File: src/hw/qbp_pkg.sv
// Purpose: Constants and types shared by the quasi-bidirectional port block
// Assumes: 250 MHz core clock
// Notes: Bit positions of the third port and its alternate functions
package qbp_pkg;
	localparam int QBP_WIDTH = 8;
	localparam logic [7:0] QBP_LATCH_RESET = 8'hFF;
	localparam int QBP_BIT_RXD = 0;
	localparam int QBP_BIT_TXD = 1;
	localparam int QBP_BIT_IRQ0 = 2;
	localparam int QBP_BIT_IRQ1 = 3;
	localparam int QBP_BIT_CNT0 = 4;
	localparam int QBP_BIT_CNT1 = 5;
	localparam int QBP_BIT_WRS = 6;
	localparam int QBP_BIT_RDS = 7;
	localparam int QBP_CLK_PERIOD_PS = 4000;
	localparam int QBP_GLITCH_NS = 50;
	// Longest pulse rejected, rounded up so a 50 ns glitch never gets through
	localparam int QBP_GLITCH_CYC = (QBP_GLITCH_NS * 1000 + QBP_CLK_PERIOD_PS - 1) / QBP_CLK_PERIOD_PS;
	// Access kinds on the core side
	typedef enum logic [3:0] {
		QBP_OP_NONE = 4'h0,
		QBP_OP_MOV = 4'h1,
		QBP_OP_ANL = 4'h2,
		QBP_OP_ORL = 4'h3,
		QBP_OP_XRL = 4'h4,
		QBP_OP_JBC = 4'h5,
		QBP_OP_CPL = 4'h6,
		QBP_OP_INC = 4'h7,
		QBP_OP_DEC = 4'h8,
		QBP_OP_DJNZ = 4'h9,
		QBP_OP_MOVC = 4'hA,
		QBP_OP_CLR = 4'hB,
		QBP_OP_SETB = 4'hC,
		QBP_OP_READ = 4'hD
	} qbp_op_type;
endpackage

File: src/hw/qbp_filt_if.sv
// Purpose: Carries raw synchronised levels into the glitch filter and filtered levels out
// Assumes: Single clock domain
// Notes: One lane per filtered pin
`timescale 1ns/1ps
interface qbp_filt_if;
	logic [1:0] raw;
	logic [1:0] clean;
	modport filt (input raw, output clean);
	modport user (output raw, input clean);
endinterface

File: src/hw/qbp_glitch_filter.sv
// Purpose: Rejects pulses of up to the glitch time on the serial pins toward the two-wire logic
// Assumes: Inputs already synchronised
// Notes: A level must stay stable longer than the glitch time before it is passed
`timescale 1ns/1ps
module qbp_glitch_filter
	import qbp_pkg::*;
#(
	parameter int LANES = 2,
	parameter int HOLD = QBP_GLITCH_CYC
) (
	input wire logic clock,
	input wire logic srst,
	qbp_filt_if.filt port
);
	// Counter is eight bits wide, so longer holds cannot be served
	if (LANES != 2 || HOLD < 1 || HOLD > 250) begin : g_bad_params
		$error("qbp_glitch_filter: bad parameters");
	end
	logic [7:0] count [LANES];
	logic [7:0] next_count [LANES];
	logic [LANES-1:0] clean;
	logic [LANES-1:0] next_clean;
	always_comb begin
		for (int i = 0; i < LANES; i++) begin
			next_count[i] = 8'h00;
			next_clean[i] = clean[i];
			if (port.raw[i] != clean[i]) begin
				// Accept only after HOLD+1 stable cycles
				if (count[i] == 8'(HOLD)) begin
					next_clean[i] = port.raw[i];
				end else begin
					next_count[i] = count[i] + 8'h01;
				end
			end
		end
	end
	always_ff @(posedge clock) begin
		if (srst) begin
			for (int i = 0; i < LANES; i++) begin
				count[i] <= 8'h00;
			end
			clean <= '1;
		end else begin
			count <= next_count;
			clean <= next_clean;
		end
	end
	assign port.clean = clean;
endmodule

File: src/hw/qbp_port.sv
// Purpose: Third parallel port with quasi-bidirectional pads, alternate functions and serial pin pads
// Assumes: Core issues one port access per cycle; pins are sampled through two flip-flops
// Notes: Pad strengths modelled as strong-low enable, strong-high enable and weak pull-up enable
`timescale 1ns/1ps
module qbp_port
	import qbp_pkg::*;
(
	input wire logic clock,
	input wire logic srst,
	input wire qbp_op_type op,
	input wire logic [2:0] op_bit,
	input wire logic [7:0] op_data,
	input wire logic op_carry,
	output logic [7:0] read_data,
	output logic jump_taken,
	input wire logic [7:0] pin_in,
	output logic [7:0] pin_drive_low,
	output logic [7:0] pin_drive_high,
	output logic [7:0] pin_weak_up,
	input wire logic uart_data_out,
	input wire logic uart_clock_out,
	input wire logic spi_miso_out,
	input wire logic spi_miso_en,
	input wire logic pwm0_out,
	input wire logic pwm1_out,
	input wire logic pwm_select,
	input wire logic xmem_active,
	input wire logic xmem_write_n,
	input wire logic xmem_read_n,
	output logic uart_rx_in,
	output logic ext_irq_zero_in,
	output logic ext_irq_one_in,
	output logic count_input_zero,
	output logic count_input_one,
	output logic pwm_ext_clock_in,
	output logic spi_miso_in,
	input wire logic serial_periph_select,
	input wire logic twi_master,
	input wire logic sw_clock_level,
	input wire logic sw_data_level,
	input wire logic spi_clock_out,
	input wire logic spi_clock_oe,
	input wire logic spi_mosi_out,
	input wire logic spi_mosi_oe,
	input wire logic twi_clock_out,
	input wire logic twi_data_out,
	input wire logic serial_clock_pin_in,
	input wire logic serial_data_pin_in,
	output logic serial_clock_pin_low,
	output logic serial_clock_pin_high,
	output logic serial_data_pin_low,
	output logic serial_data_pin_high,
	output logic spi_clock_in,
	output logic spi_mosi_in,
	output logic twi_clock_in,
	output logic twi_data_in
);
	logic [7:0] third_port_latch;
	logic [7:0] next_latch;
	logic [7:0] next_read;
	logic next_jump;
	logic [7:0] pin_meta;
	logic [7:0] pin_sync;
	logic [1:0] ser_meta;
	logic [1:0] ser_sync;
	logic [7:0] alt_level;
	logic [7:0] next_low;
	logic [7:0] next_high;
	logic [7:0] next_weak;
	logic next_sc_low;
	logic next_sc_high;
	logic next_sd_low;
	logic next_sd_high;
	logic [1:0] filt_clean;
	qbp_filt_if filt_bus ();
	logic sda_last;
	logic [7:0] sda_stable;
	logic [7:0] next_sda_stable;
	function automatic logic reads_latch(input qbp_op_type o);
		// Read-modify-write class goes to the latch
		case (o)
			QBP_OP_ANL, QBP_OP_ORL, QBP_OP_XRL, QBP_OP_JBC, QBP_OP_CPL, QBP_OP_INC, QBP_OP_DEC,
			QBP_OP_DJNZ, QBP_OP_MOVC, QBP_OP_CLR, QBP_OP_SETB: reads_latch = 1'b1;
			default: reads_latch = 1'b0;
		endcase
	endfunction
	function automatic logic [7:0] with_bit(input logic [7:0] b, input logic [2:0] idx, input logic v);
		logic [7:0] r;
		r = b;
		r[idx] = v;
		with_bit = r;
	endfunction
	always_comb begin
		logic [7:0] src;
		src = reads_latch(op) ? third_port_latch : pin_sync;
		next_latch = third_port_latch;
		next_read = read_data;
		next_jump = 1'b0;
		case (op)
			QBP_OP_MOV: next_latch = op_data;
			QBP_OP_ANL: next_latch = src & op_data;
			QBP_OP_ORL: next_latch = src | op_data;
			QBP_OP_XRL: next_latch = src ^ op_data;
			QBP_OP_INC: next_latch = src + 8'h01;
			QBP_OP_DEC: next_latch = src - 8'h01;
			QBP_OP_DJNZ: begin
				next_latch = src - 8'h01;
				next_jump = (src != 8'h01);
			end
			// Whole byte in, one bit changed, whole byte out
			QBP_OP_JBC: begin
				next_latch = with_bit(src, op_bit, 1'b0);
				next_jump = src[op_bit];
			end
			QBP_OP_CPL: next_latch = with_bit(src, op_bit, ~src[op_bit]);
			QBP_OP_MOVC: next_latch = with_bit(src, op_bit, op_carry);
			QBP_OP_CLR: next_latch = with_bit(src, op_bit, 1'b0);
			QBP_OP_SETB: next_latch = with_bit(src, op_bit, 1'b1);
			QBP_OP_READ: next_read = src;
			default: next_latch = third_port_latch;
		endcase
		if (op != QBP_OP_NONE && op != QBP_OP_MOV && op != QBP_OP_READ) begin
			next_read = src;
		end
	end
	always_comb begin
		alt_level = 8'hFF;
		alt_level[QBP_BIT_RXD] = uart_data_out;
		alt_level[QBP_BIT_TXD] = uart_clock_out;
		// MISO drives through the same quasi pad as the latch
		alt_level[QBP_BIT_IRQ1] = pwm_select ? pwm1_out : (spi_miso_en ? spi_miso_out : 1'b1);
		alt_level[QBP_BIT_CNT0] = pwm_select ? pwm0_out : 1'b1;
		alt_level[QBP_BIT_WRS] = xmem_active ? xmem_write_n : 1'b1;
		alt_level[QBP_BIT_RDS] = xmem_active ? xmem_read_n : 1'b1;
		for (int i = 0; i < QBP_WIDTH; i++) begin
			// Latch zero forces low whatever the peripheral does, unless the PWM override below takes the pin
			next_low[i] = ~third_port_latch[i] | ~alt_level[i];
			next_weak[i] = ~next_low[i];
			next_high[i] = 1'b0;
		end
		// PWM override drives push-pull, ignoring the latch
		if (pwm_select) begin
			next_low[QBP_BIT_IRQ1] = ~pwm1_out;
			next_high[QBP_BIT_IRQ1] = pwm1_out;
			next_weak[QBP_BIT_IRQ1] = 1'b0;
			next_low[QBP_BIT_CNT0] = ~pwm0_out;
			next_high[QBP_BIT_CNT0] = pwm0_out;
			next_weak[QBP_BIT_CNT0] = 1'b0;
		end
		if (serial_periph_select) begin
			// Push-pull under SPI control
			next_sc_high = spi_clock_oe & spi_clock_out;
			next_sc_low = spi_clock_oe & ~spi_clock_out;
			next_sd_high = spi_mosi_oe & spi_mosi_out;
			next_sd_low = spi_mosi_oe & ~spi_mosi_out;
		end else begin
			// Open drain, weak pull-up only
			next_sc_high = 1'b0;
			next_sd_high = 1'b0;
			// Software levels take over in master mode
			next_sc_low = twi_master ? ~sw_clock_level : ~twi_clock_out;
			next_sd_low = twi_master ? ~sw_data_level : ~twi_data_out;
		end
	end
	assign filt_bus.raw = ser_sync;
	assign filt_clean = filt_bus.clean;
	qbp_glitch_filter #(.LANES(2), .HOLD(QBP_GLITCH_CYC)) u_filter (
		.clock(clock),
		.srst(srst),
		.port(filt_bus)
	);
	// Run length of the synchronised data level, kept only for the glitch check
	always_comb begin
		next_sda_stable = 8'h00;
		if (ser_sync[1] == sda_last) begin
			next_sda_stable = (sda_stable == 8'hFF) ? sda_stable : sda_stable + 8'h01;
		end
	end
	always_ff @(posedge clock) begin
		if (srst) begin
			sda_last <= 1'b1;
			sda_stable <= 8'h00;
		end else begin
			sda_last <= ser_sync[1];
			sda_stable <= next_sda_stable;
		end
	end
	always_ff @(posedge clock) begin
		if (srst) begin
			third_port_latch <= QBP_LATCH_RESET;
			read_data <= 8'h00;
			jump_taken <= 1'b0;
			pin_meta <= 8'hFF;
			pin_sync <= 8'hFF;
			ser_meta <= 2'h3;
			ser_sync <= 2'h3;
			pin_drive_low <= 8'h00;
			pin_drive_high <= 8'h00;
			pin_weak_up <= 8'hFF;
			serial_clock_pin_low <= 1'b0;
			serial_clock_pin_high <= 1'b0;
			serial_data_pin_low <= 1'b0;
			serial_data_pin_high <= 1'b0;
			uart_rx_in <= 1'b1;
			ext_irq_zero_in <= 1'b1;
			ext_irq_one_in <= 1'b1;
			count_input_zero <= 1'b1;
			count_input_one <= 1'b1;
			pwm_ext_clock_in <= 1'b1;
			spi_miso_in <= 1'b1;
			spi_clock_in <= 1'b1;
			spi_mosi_in <= 1'b1;
			twi_clock_in <= 1'b1;
			twi_data_in <= 1'b1;
		end else begin
			third_port_latch <= next_latch;
			read_data <= next_read;
			jump_taken <= next_jump;
			pin_meta <= pin_in;
			pin_sync <= pin_meta;
			ser_meta <= {serial_data_pin_in, serial_clock_pin_in};
			ser_sync <= ser_meta;
			pin_drive_low <= next_low;
			pin_drive_high <= next_high;
			pin_weak_up <= next_weak;
			serial_clock_pin_low <= next_sc_low;
			serial_clock_pin_high <= next_sc_high;
			serial_data_pin_low <= next_sd_low;
			serial_data_pin_high <= next_sd_high;
			uart_rx_in <= pin_sync[QBP_BIT_RXD];
			ext_irq_zero_in <= pin_sync[QBP_BIT_IRQ0];
			ext_irq_one_in <= pin_sync[QBP_BIT_IRQ1];
			count_input_zero <= pin_sync[QBP_BIT_CNT0];
			count_input_one <= pin_sync[QBP_BIT_CNT1];
			pwm_ext_clock_in <= pin_sync[QBP_BIT_CNT0];
			spi_miso_in <= pin_sync[QBP_BIT_IRQ1];
			spi_clock_in <= ser_sync[0];
			spi_mosi_in <= ser_sync[1];
			twi_clock_in <= filt_clean[0];
			twi_data_in <= filt_clean[1];
		end
	end
	never_low_when_one_a: assert property (@(posedge clock) disable iff (srst)
		(&third_port_latch && !pwm_select && !xmem_active && uart_data_out && uart_clock_out && !spi_miso_en)
		|=> pin_drive_low == 8'h00)
		else $error("pin pulled low with latch at one");
	zero_drives_low_a: assert property (@(posedge clock) disable iff (srst)
		(!pwm_select && third_port_latch != 8'hFF) |=> ((pin_drive_low & ~$past(third_port_latch)) == ~$past(third_port_latch)))
		else $error("latch zero not driving low");
	alt_stuck_low_a: assert property (@(posedge clock) disable iff (srst)
		(!third_port_latch[QBP_BIT_TXD]) |=> pin_drive_low[QBP_BIT_TXD] && !pin_weak_up[QBP_BIT_TXD])
		else $error("alternate function passed with latch clear");
	pwm_override_a: assert property (@(posedge clock) disable iff (srst)
		pwm_select |=> pin_drive_high[QBP_BIT_CNT0] == $past(pwm0_out) && pin_drive_high[QBP_BIT_IRQ1] == $past(pwm1_out))
		else $error("PWM did not override latch");
	twi_no_strong_up_a: assert property (@(posedge clock) disable iff (srst)
		!serial_periph_select |=> !serial_clock_pin_high && !serial_data_pin_high)
		else $error("strong pull-up in two-wire mode");
	spi_push_pull_a: assert property (@(posedge clock) disable iff (srst)
		(serial_periph_select && spi_clock_oe) |=> serial_clock_pin_high == $past(spi_clock_out)
		&& serial_clock_pin_low == !$past(spi_clock_out))
		else $error("SPI clock pin not push-pull");
	sw_drive_a: assert property (@(posedge clock) disable iff (srst)
		(!serial_periph_select && twi_master) |=> serial_data_pin_low == !$past(sw_data_level))
		else $error("software data level not on pin");
	rmw_reads_latch_a: assert property (@(posedge clock) disable iff (srst)
		(op == QBP_OP_ORL) |=> read_data == $past(third_port_latch))
		else $error("read-modify-write did not read latch");
	setb_one_bit_a: assert property (@(posedge clock) disable iff (srst)
		(op == QBP_OP_SETB) |=> third_port_latch == ($past(third_port_latch) | (8'h01 << $past(op_bit))))
		else $error("set bit touched other bits");
	glitch_reject_a: assert property (@(posedge clock) disable iff (srst)
		$changed(twi_data_in) |-> $past(sda_stable) >= 8'(QBP_GLITCH_CYC) && $past(sda_last) == twi_data_in)
		else $error("short pulse reached two-wire logic");
	read_pin_a: assert property (@(posedge clock) disable iff (srst)
		(op == QBP_OP_READ) |=> read_data == $past(pin_sync))
		else $error("plain read did not return pin level");
	jbc_clears_a: assert property (@(posedge clock) disable iff (srst)
		(op == QBP_OP_JBC) |=> third_port_latch == ($past(third_port_latch) & ~(8'h01 << $past(op_bit)))
		&& jump_taken == $past(third_port_latch[op_bit]))
		else $error("jump and clear did not use latch");
	miso_quasi_a: assert property (@(posedge clock) disable iff (srst)
		(!pwm_select && spi_miso_en && !spi_miso_out) |=> pin_drive_low[QBP_BIT_IRQ1] && !pin_drive_high[QBP_BIT_IRQ1])
		else $error("MISO low not on quasi pad");
	strobe_pass_a: assert property (@(posedge clock) disable iff (srst)
		(xmem_active && third_port_latch[QBP_BIT_WRS]) |=> pin_drive_low[QBP_BIT_WRS] == !$past(xmem_write_n))
		else $error("write strobe not on its pin");
	pwm_cover_c: cover property (@(posedge clock) disable iff (srst) pwm_select && pwm0_out);
	djnz_cover_c: cover property (@(posedge clock) disable iff (srst) op == QBP_OP_DJNZ ##1 jump_taken);
	spi_cover_c: cover property (@(posedge clock) disable iff (srst) serial_periph_select && spi_clock_oe);
	twi_cover_c: cover property (@(posedge clock) disable iff (srst) $fell(twi_data_in));
endmodule

File: config.mk
export PLATFORM = sky130hd
export DESIGN_NAME = qbp_port
export DESIGN_NICKNAME = d
export VERILOG_FILES = /design/src/hw/qbp_pkg.sv /design/src/hw/qbp_filt_if.sv /design/src/hw/qbp_glitch_filter.sv /design/src/hw/qbp_port.sv
export SDC_FILE = /design/constraint.sdc
export NUM_CORES = 1
export LEC_CHECK = 0
export ABC_AREA = 1
export BUFFER_PORTS_ARGS = -buffer_cell sky130_fd_sc_hd__buf_2
export CORE_MARGIN = 2
export CORE_UTILIZATION = 24
export CTS_CLUSTER_DIAMETER = 40
export DETAILED_ROUTE_END_ITERATION = 10
export HOLD_SLACK_MARGIN = 0.03
export SYNTH_ARGS = -nofsm -noshare
export SYNTH_HDL_FRONTEND = slang
export SYNTH_SLANG_ARGS = --single-unit
File: constraint.sdc
create_clock -name clock -period 4.4 [get_ports clock]
set_input_delay 0.44 -clock clock [delete_from_list [all_inputs] [get_ports clock]]
set_output_delay 0.44 -clock clock [all_outputs]
set_load 0.01 [all_outputs]
# Word level (Yosys, flattened, before mapping)
# Memories as Yosys holds them, arrays and structs flattened.
# Index checks and enable logic that the tools add are counted.
[classes]
add_sub_neg = 4
magnitude_cmp = 2
eq_ne = 20
muxes = 22
bitwise_logic = 49
reduce_logical = 14
[ops]
columns = ["cell", "n"]
rows = [
  ["case mux 8 bit (10 select lines)", 1],
  ["inverter 1 bit", 33],
  ["adder 8 x 1 -> 8 bit, second input constant", 3],
  ["== test 4 bit, second input constant", 6],
  ["two-way mux 8 bit", 3],
  ["bitwise AND 8 bit", 2],
  ["bitwise mux 8 bit", 2],
  ["== test 4 x 3 -> 1 bit, second input constant", 4],
  ["== test 8 x 4 -> 1 bit, second input constant", 2],
  ["OR 8 bit", 2],
  ["two-way mux 1 bit", 11],
  ["nonzero test 10 bit", 1],
  ["== test 4 x 2 -> 1 bit, second input constant", 2],
  ["!= test 8 x 1 -> 1 bit, second input constant", 1],
  ["inverter 8 bit", 1],
  ["OR reduction 2 bit", 4],
  ["subtractor 8 x 1 -> 8 bit, second input constant", 1],
  ["XOR 8 bit", 1],
  ["OR 1 bit", 6],
  ["OR reduction 3 bit", 2],
  ["bitwise AND 1 bit", 4],
  ["== test 4 x 1 -> 1 bit, second input constant", 1],
  ["less-than comparator 3 x 4 -> 1 bit, second input constant", 1],
  ["two-way mux 2 bit", 2],
  ["11 further kinds", 15],
]
[word_totals]
regBits = 92
mem_bits_ro = 16
in_bits = 48
output_inout_bits = 48
elab_cells = 140
memories = 1
[mem_list]
columns = ["memory", "depth", "word_bits", "rd", "rd_ports_with_merged_regs", "write_ports", "line_no", "rtl"]
rows = [
  ["(name not given)", 16, 1, 1, 0, 0, "qbp_port.sv:81", "case (o)"],
]

# Logic depth before layout (Yosys ltp)
[depth]
word_depth = 7
depth_mapped = 17
mapped_depth_nobuf = 15

# Modules after synthesis
# A second synthesis with hierarchy kept.
[unflattened]
cells_unflattened = 688
hier_area_um2 = 4614.4
[by_module_without_submodules]
columns = ["mod", "instances", "cells_each", "area_each_um2", "seq_area_each_um2"]
rows = [
  ["qbp_port", 1, 554, 3681.0, 1361.3],
  ["qbp_glitch_filter", 1, 134, 933.4, 360.3],
]

# Worst setup path after synthesis
# OpenSTA, ideal clock, no wires.
[synth_timing]
path_type = "input-to-reg"
from = "in op[1]"
to = "reg third_port_latch[1]"
setup_ps = 115
t_arrival_ps = 1971
required_ps = 4285
slack_ps = 2314
path_stages = 16
path_buffers = 2
cell_sequence = "buf_6 clkinv_4 nand2_4 nand2_4 buf_6 nand3_2 nand2_4 inv_2 ha_1 nor3_1 nor2_1 nand3_1 nor3_1 nand4_1 nand2_1 nand2_1"
[synth_via]
elab_chain_len = 7
elab_cells_between_ends = 30
classes_between = "2 x add/sub; 12 x eq/ne; 6 x mux; 6 x bitwise; 3 x reduce/logical; 1 x memory"
[synth_lines]
columns = ["item", "line_no", "rtl"]
rows = [
  ["start: declaration", "qbp_port.sv:10", "input wire qbp_op_type op,"],
  ["branches (longest 7 deep; another with subtractor 8 x 1 -> 8 bit)", "n/a", ""],
  ["end signal: assignment", "qbp_port.sv:216", "third_port_latch <= next_latch;"],
  ["end: declaration", "qbp_port.sv:58", "logic [7:0] third_port_latch;"],
]
# Parallel ways; which one is timed is not known. The select of a mux whose other input is x is not followed.
# A chain may end at the register's enable or synchronous reset.

# Final worst setup path
[layout_timing]
from = "in op[2]"
to = "reg third_port_latch[1]"
# The elaborated chain is that of the path after synthesis.

==> summary.txt <==
Drt
  – Vias: between 4,000 and 5,000
  – Post-DR vias/cell: 4.507
  – DR WL/cell: between 10 and 15 um
  – # DRC: 0
  – DRT Pass-1 Iters: 5
  – DRT iter0 DRCs: about 310
  – Final WL: between 10,000 and 15,000 um
  – Post-route ant nets: 0

Final layout
  – Antenna Cells: 0
  – Fraction of layout cells with a size suffix above 1: about a quarter
  – Final nets: approximately 800
  – Synthesis-to-finish area growth: 19.84%
  – Fillers: 2,085
  – Design area: 0.005525 sq mm

Logic synthesis
  – Post-synth top cells: nand2_1 (159), dfxtp_1 (86), inv_1 (83)
  – Top cells by area, synth: dfxtp_1 (37%), nand2_1 (13%), inv_1 (6.8%)
  – Post-synthesis sequential area ratio: between 30% and 40%
  – Synth Area in Simple Gates: between 30% and 40%
  – Post-synth top area share: ~37%
  – Number of synthesis warnings: 0
  – Most frequent cell after synthesis: nand2_1
  – Xor/xnor share of the synthesized area: 0.5699%
  – Post-Syn Instances: between 600 and 700
  – Synth cell types: 40
  – Post-synth top flop: dfxtp_1
  – Ys async rst share: 0%
  – Post-Synth Adder-Cell Area: 1.900%
  – Multiplexer share of the synthesized area: 0%
  – Synth Area in Compound Gates: between 10% and 20%
  – Synthesized area per cell: between 6 and 7 sq um
  – Synth area leader: dfxtp_1
  – #FFs+latches synth: between 80 and 90
  – Post-synthesis cell area: 0.004611 sq mm
  – Main combinational cell family by area after synthesis: simple AND/OR/NAND/NOR gates
  – Post-synth EDFFs: 0

CTS
  – Setup bufs post-CTS: 0
  – Clk sink count: between 80 and 90
  – CTS root buf: clkbuf_16
  – CTS buffer count: 9
  – H-tree levels: 3
  – Clk slew on worst S/H paths: 0.06 ns
  – Clock latency at the later pin of the worst-skew pair: 0.34 ns
  – CTS resizes: 0
  – Clock Path Buffers: 2
  – CTS tree: built
  – Hold_buf cts: 0

Setup path
  – Crit start category: primary input
  – Slowest stage delay, CP: between 0.3 and 0.4 ns
  – Reg2reg end: third_port_latch[2]$_SDFFE_PP1P_
  – Critical path cell sequence: buf_2, nor2_2, nand2_4, nand2_4, nand2_1, nand2_4, inv_2, ha_1, nor3_1, nor2_1, nand3_1, nor3_1, nand4_1, nand2_1, nand2_1
  – Critical Path AT: about 2.7 ns
  – Critical Path RT: 4.63 ns
  – Worst Reg-to-Reg Cells: 10
  – Worst R2R Setup Slack: between 2 and 3 ns
  – Sum of buffers and inverters on the critical path: 2
  – Worst Path Max Fanout: 29
  – Slowest CP cell: nand2_4
  – Setup Crit Path Kind: in2reg
  – Crit end category: register
  – Delay-heaviest family, CP: simple AND/OR/NAND/NOR gates
  – Worst r2r src: third_port_latch[1]$_SDFFE_PP1P_

STA
  – Worst slew pin tran: ~0.84 ns
  – Fin crit share: a little under three fifths
  – Worst Skew: 0.007636 ns
  – Final setup TNS: 0 ns
  – Fin. max-slew vios: 0
  – Crit path time final: between 2 and 2.5 ns
  – Final Hold Viols: 0
  – RSZ-0062 raised after global routing: false
  – Final setup violation count: 0
  – Slew HR: 43.82%
  – Max Clk Rate: between 400 and 500 MHz

Die
  – Rows: 50
  – Chip Width: ~140 um
  – Die area: 0.02034 sq mm
  – Die Span Y: approximately 140 um
  – I/O pin count: 96
  – Initial Util: 24.57%
  – Core footprint: ~0.019 sq mm

Min path
  – Hold path cells: 2
  – Hold Path Sink: pin_meta[0]$_SDFF_PP1_
  – Min-delay src: pin_in[0]
  – Worst min path class: in2reg

Global route
  – First-pass GRT wire length: 20,290 um
  – Largest net degree at the start of global routing: 38
  – Initial antenna violation count: 0
  – Total gr overflow: 0
  – Gr usage total: roughly 13%
  – Vias in the first global route: between 3,000 and 4,000

Power and ir drop
  – Leakage power: roughly 2.6 nW
  – Max rail drop VDD: around 180 uV
  – Combinational share of power: a little under a fifth
  – Sw Share: between 20% and 30%
  – Internal power: ~1.4 mW
  – Psw: between 500 and 600 uW
  – Pwr dens: roughly 360 mW/mm^2
  – Flop pwr share: a little over two fifths
  – Clock group share of total power: between 30% and 40%

Run
  – Max_cap viols: 0

Place
  – IO Port Bufs: 89
  – Final HPWL DP: just under 10,000 um
  – GPL Wtd Cong: 0.9143
  – Area post-placement: approximately 0.0052 sq mm

Status
  – Status: finished clean
==> registers in the layout (all words and copies together), names as in the netlist, 2 cells and up <==
register             count
pin_drive_high           2
ser_meta                 2
third_port_latch         8
pin_drive_low            8
u_filter.port.clean      2
pin_sync                 8
filt_bus.raw             2
pin_weak_up              8
u_filter.count          16
pin_meta                 8
read_data                8
==> power groups by stage <==
stage / combinational (mW) / clock [mW] / sequential [mW]
floorplan: 0.254 / 0 / 0.871
global placement: 0.379 / 0 / 0.863
detailed placement: 0.381 / 0 / 0.863
CTS: 0.382 / 0.804 / 0.846
global route: 0.429 / 0.835 / 0.851
finish: 0.384 / 0.771 / 0.846
==> cells in the final DEF, fill, tap and decap left out, types with 11 or more instances in the layout <==
cell / count
nor2_1: 46
nand2_1: 159
a21oi_1: 32
or2_2: 23
buf_2: 89
inv_1: 83
o21ai_0: 35
o211ai_1: 15
nand3_1: 61
nand2_2: 11
nand4_1: 12
nand2_4: 12
dfxtp_1: 86
==> worst register-to-register path, cell delays in order (launching register included) <==
cell,delay [ns]
dfxtp_1,0.34
nand3b_2,0.21
nand2_2,0.17
ha_1,0.28
inv_1,0.08
o21ai_0,0.16
o211ai_1,0.10
nand2_1,0.07
nand3_1,0.08
nand2_1,0.07
nand2_1,0.04
==> cell type report <==
| type | instances | area, sq um | share of cell area, % |
|---|---|---|---|
| clock inverter | 5 | 57.56 | 1.042 |
| timing repair buffer | 90 | 452.9 | 8.197 |
| multi-input combinational | 466 | 2405 | 43.52 |
| tap | 234 | 292.8 | 5.299 |
| clock buffer | 11 | 252.7 | 4.574 |
| sequential | 86 | 1722 | 31.16 |
| inverter | 90 | 342.8 | 6.205 |
==> how the worst max path moves through the flow <==
stage                      from                          endpoint  depth (start not counted)
after floorplan           op[1]  third_port_latch[1]$_SDFFE_PP1P_                         16
after global placement    op[2]  third_port_latch[1]$_SDFFE_PP1P_                         15
after detailed placement  op[2]  third_port_latch[1]$_SDFFE_PP1P_                         15
after CTS                 op[2]  third_port_latch[1]$_SDFFE_PP1P_                         15
after global routing      op[2]  third_port_latch[1]$_SDFFE_PP1P_                         15
final                     op[2]  third_port_latch[1]$_SDFFE_PP1P_                         15
==> stage by stage <==
step	instances	hold slack [ns]	power (mW)	util, %	setup WS (ns)
6_report	982	0.2795	2.001	29.44	1.928
5_1_grt	982	0.2651	2.115	29.44	1.638
4_1_cts	982	0.2585	2.032	29.44	1.957
3_5_place_dp	966	0.3928	1.244	27.79	1.576
3_3_place_gp	966	0.3915	1.242	27.79	1.622
2_1_floorplan	664	0.3895	1.125	-	2.314
==> per-layer routing <==
metal  global-route usage, %  up-vias  part of all wire, %
met3                   3.129       21                  8.8
met5                       0        -                    0
met4                   4.690        0                  2.2
li1                        -     2274                    -
met2                   19.51      191                   42
met1                   17.51     1940                   47
==> cells by family (layout without fill, tap and decap cells) <==
logic type,count (synthesis),after routing
compound gates,90,90
fa+ha+maj,7,7
flops,86,86
other cells,1,6
xor+xnor,3,3
simple gates,360,360
buf+inv,112,196
No activity file was read; power rests on OpenSTA's default activity.
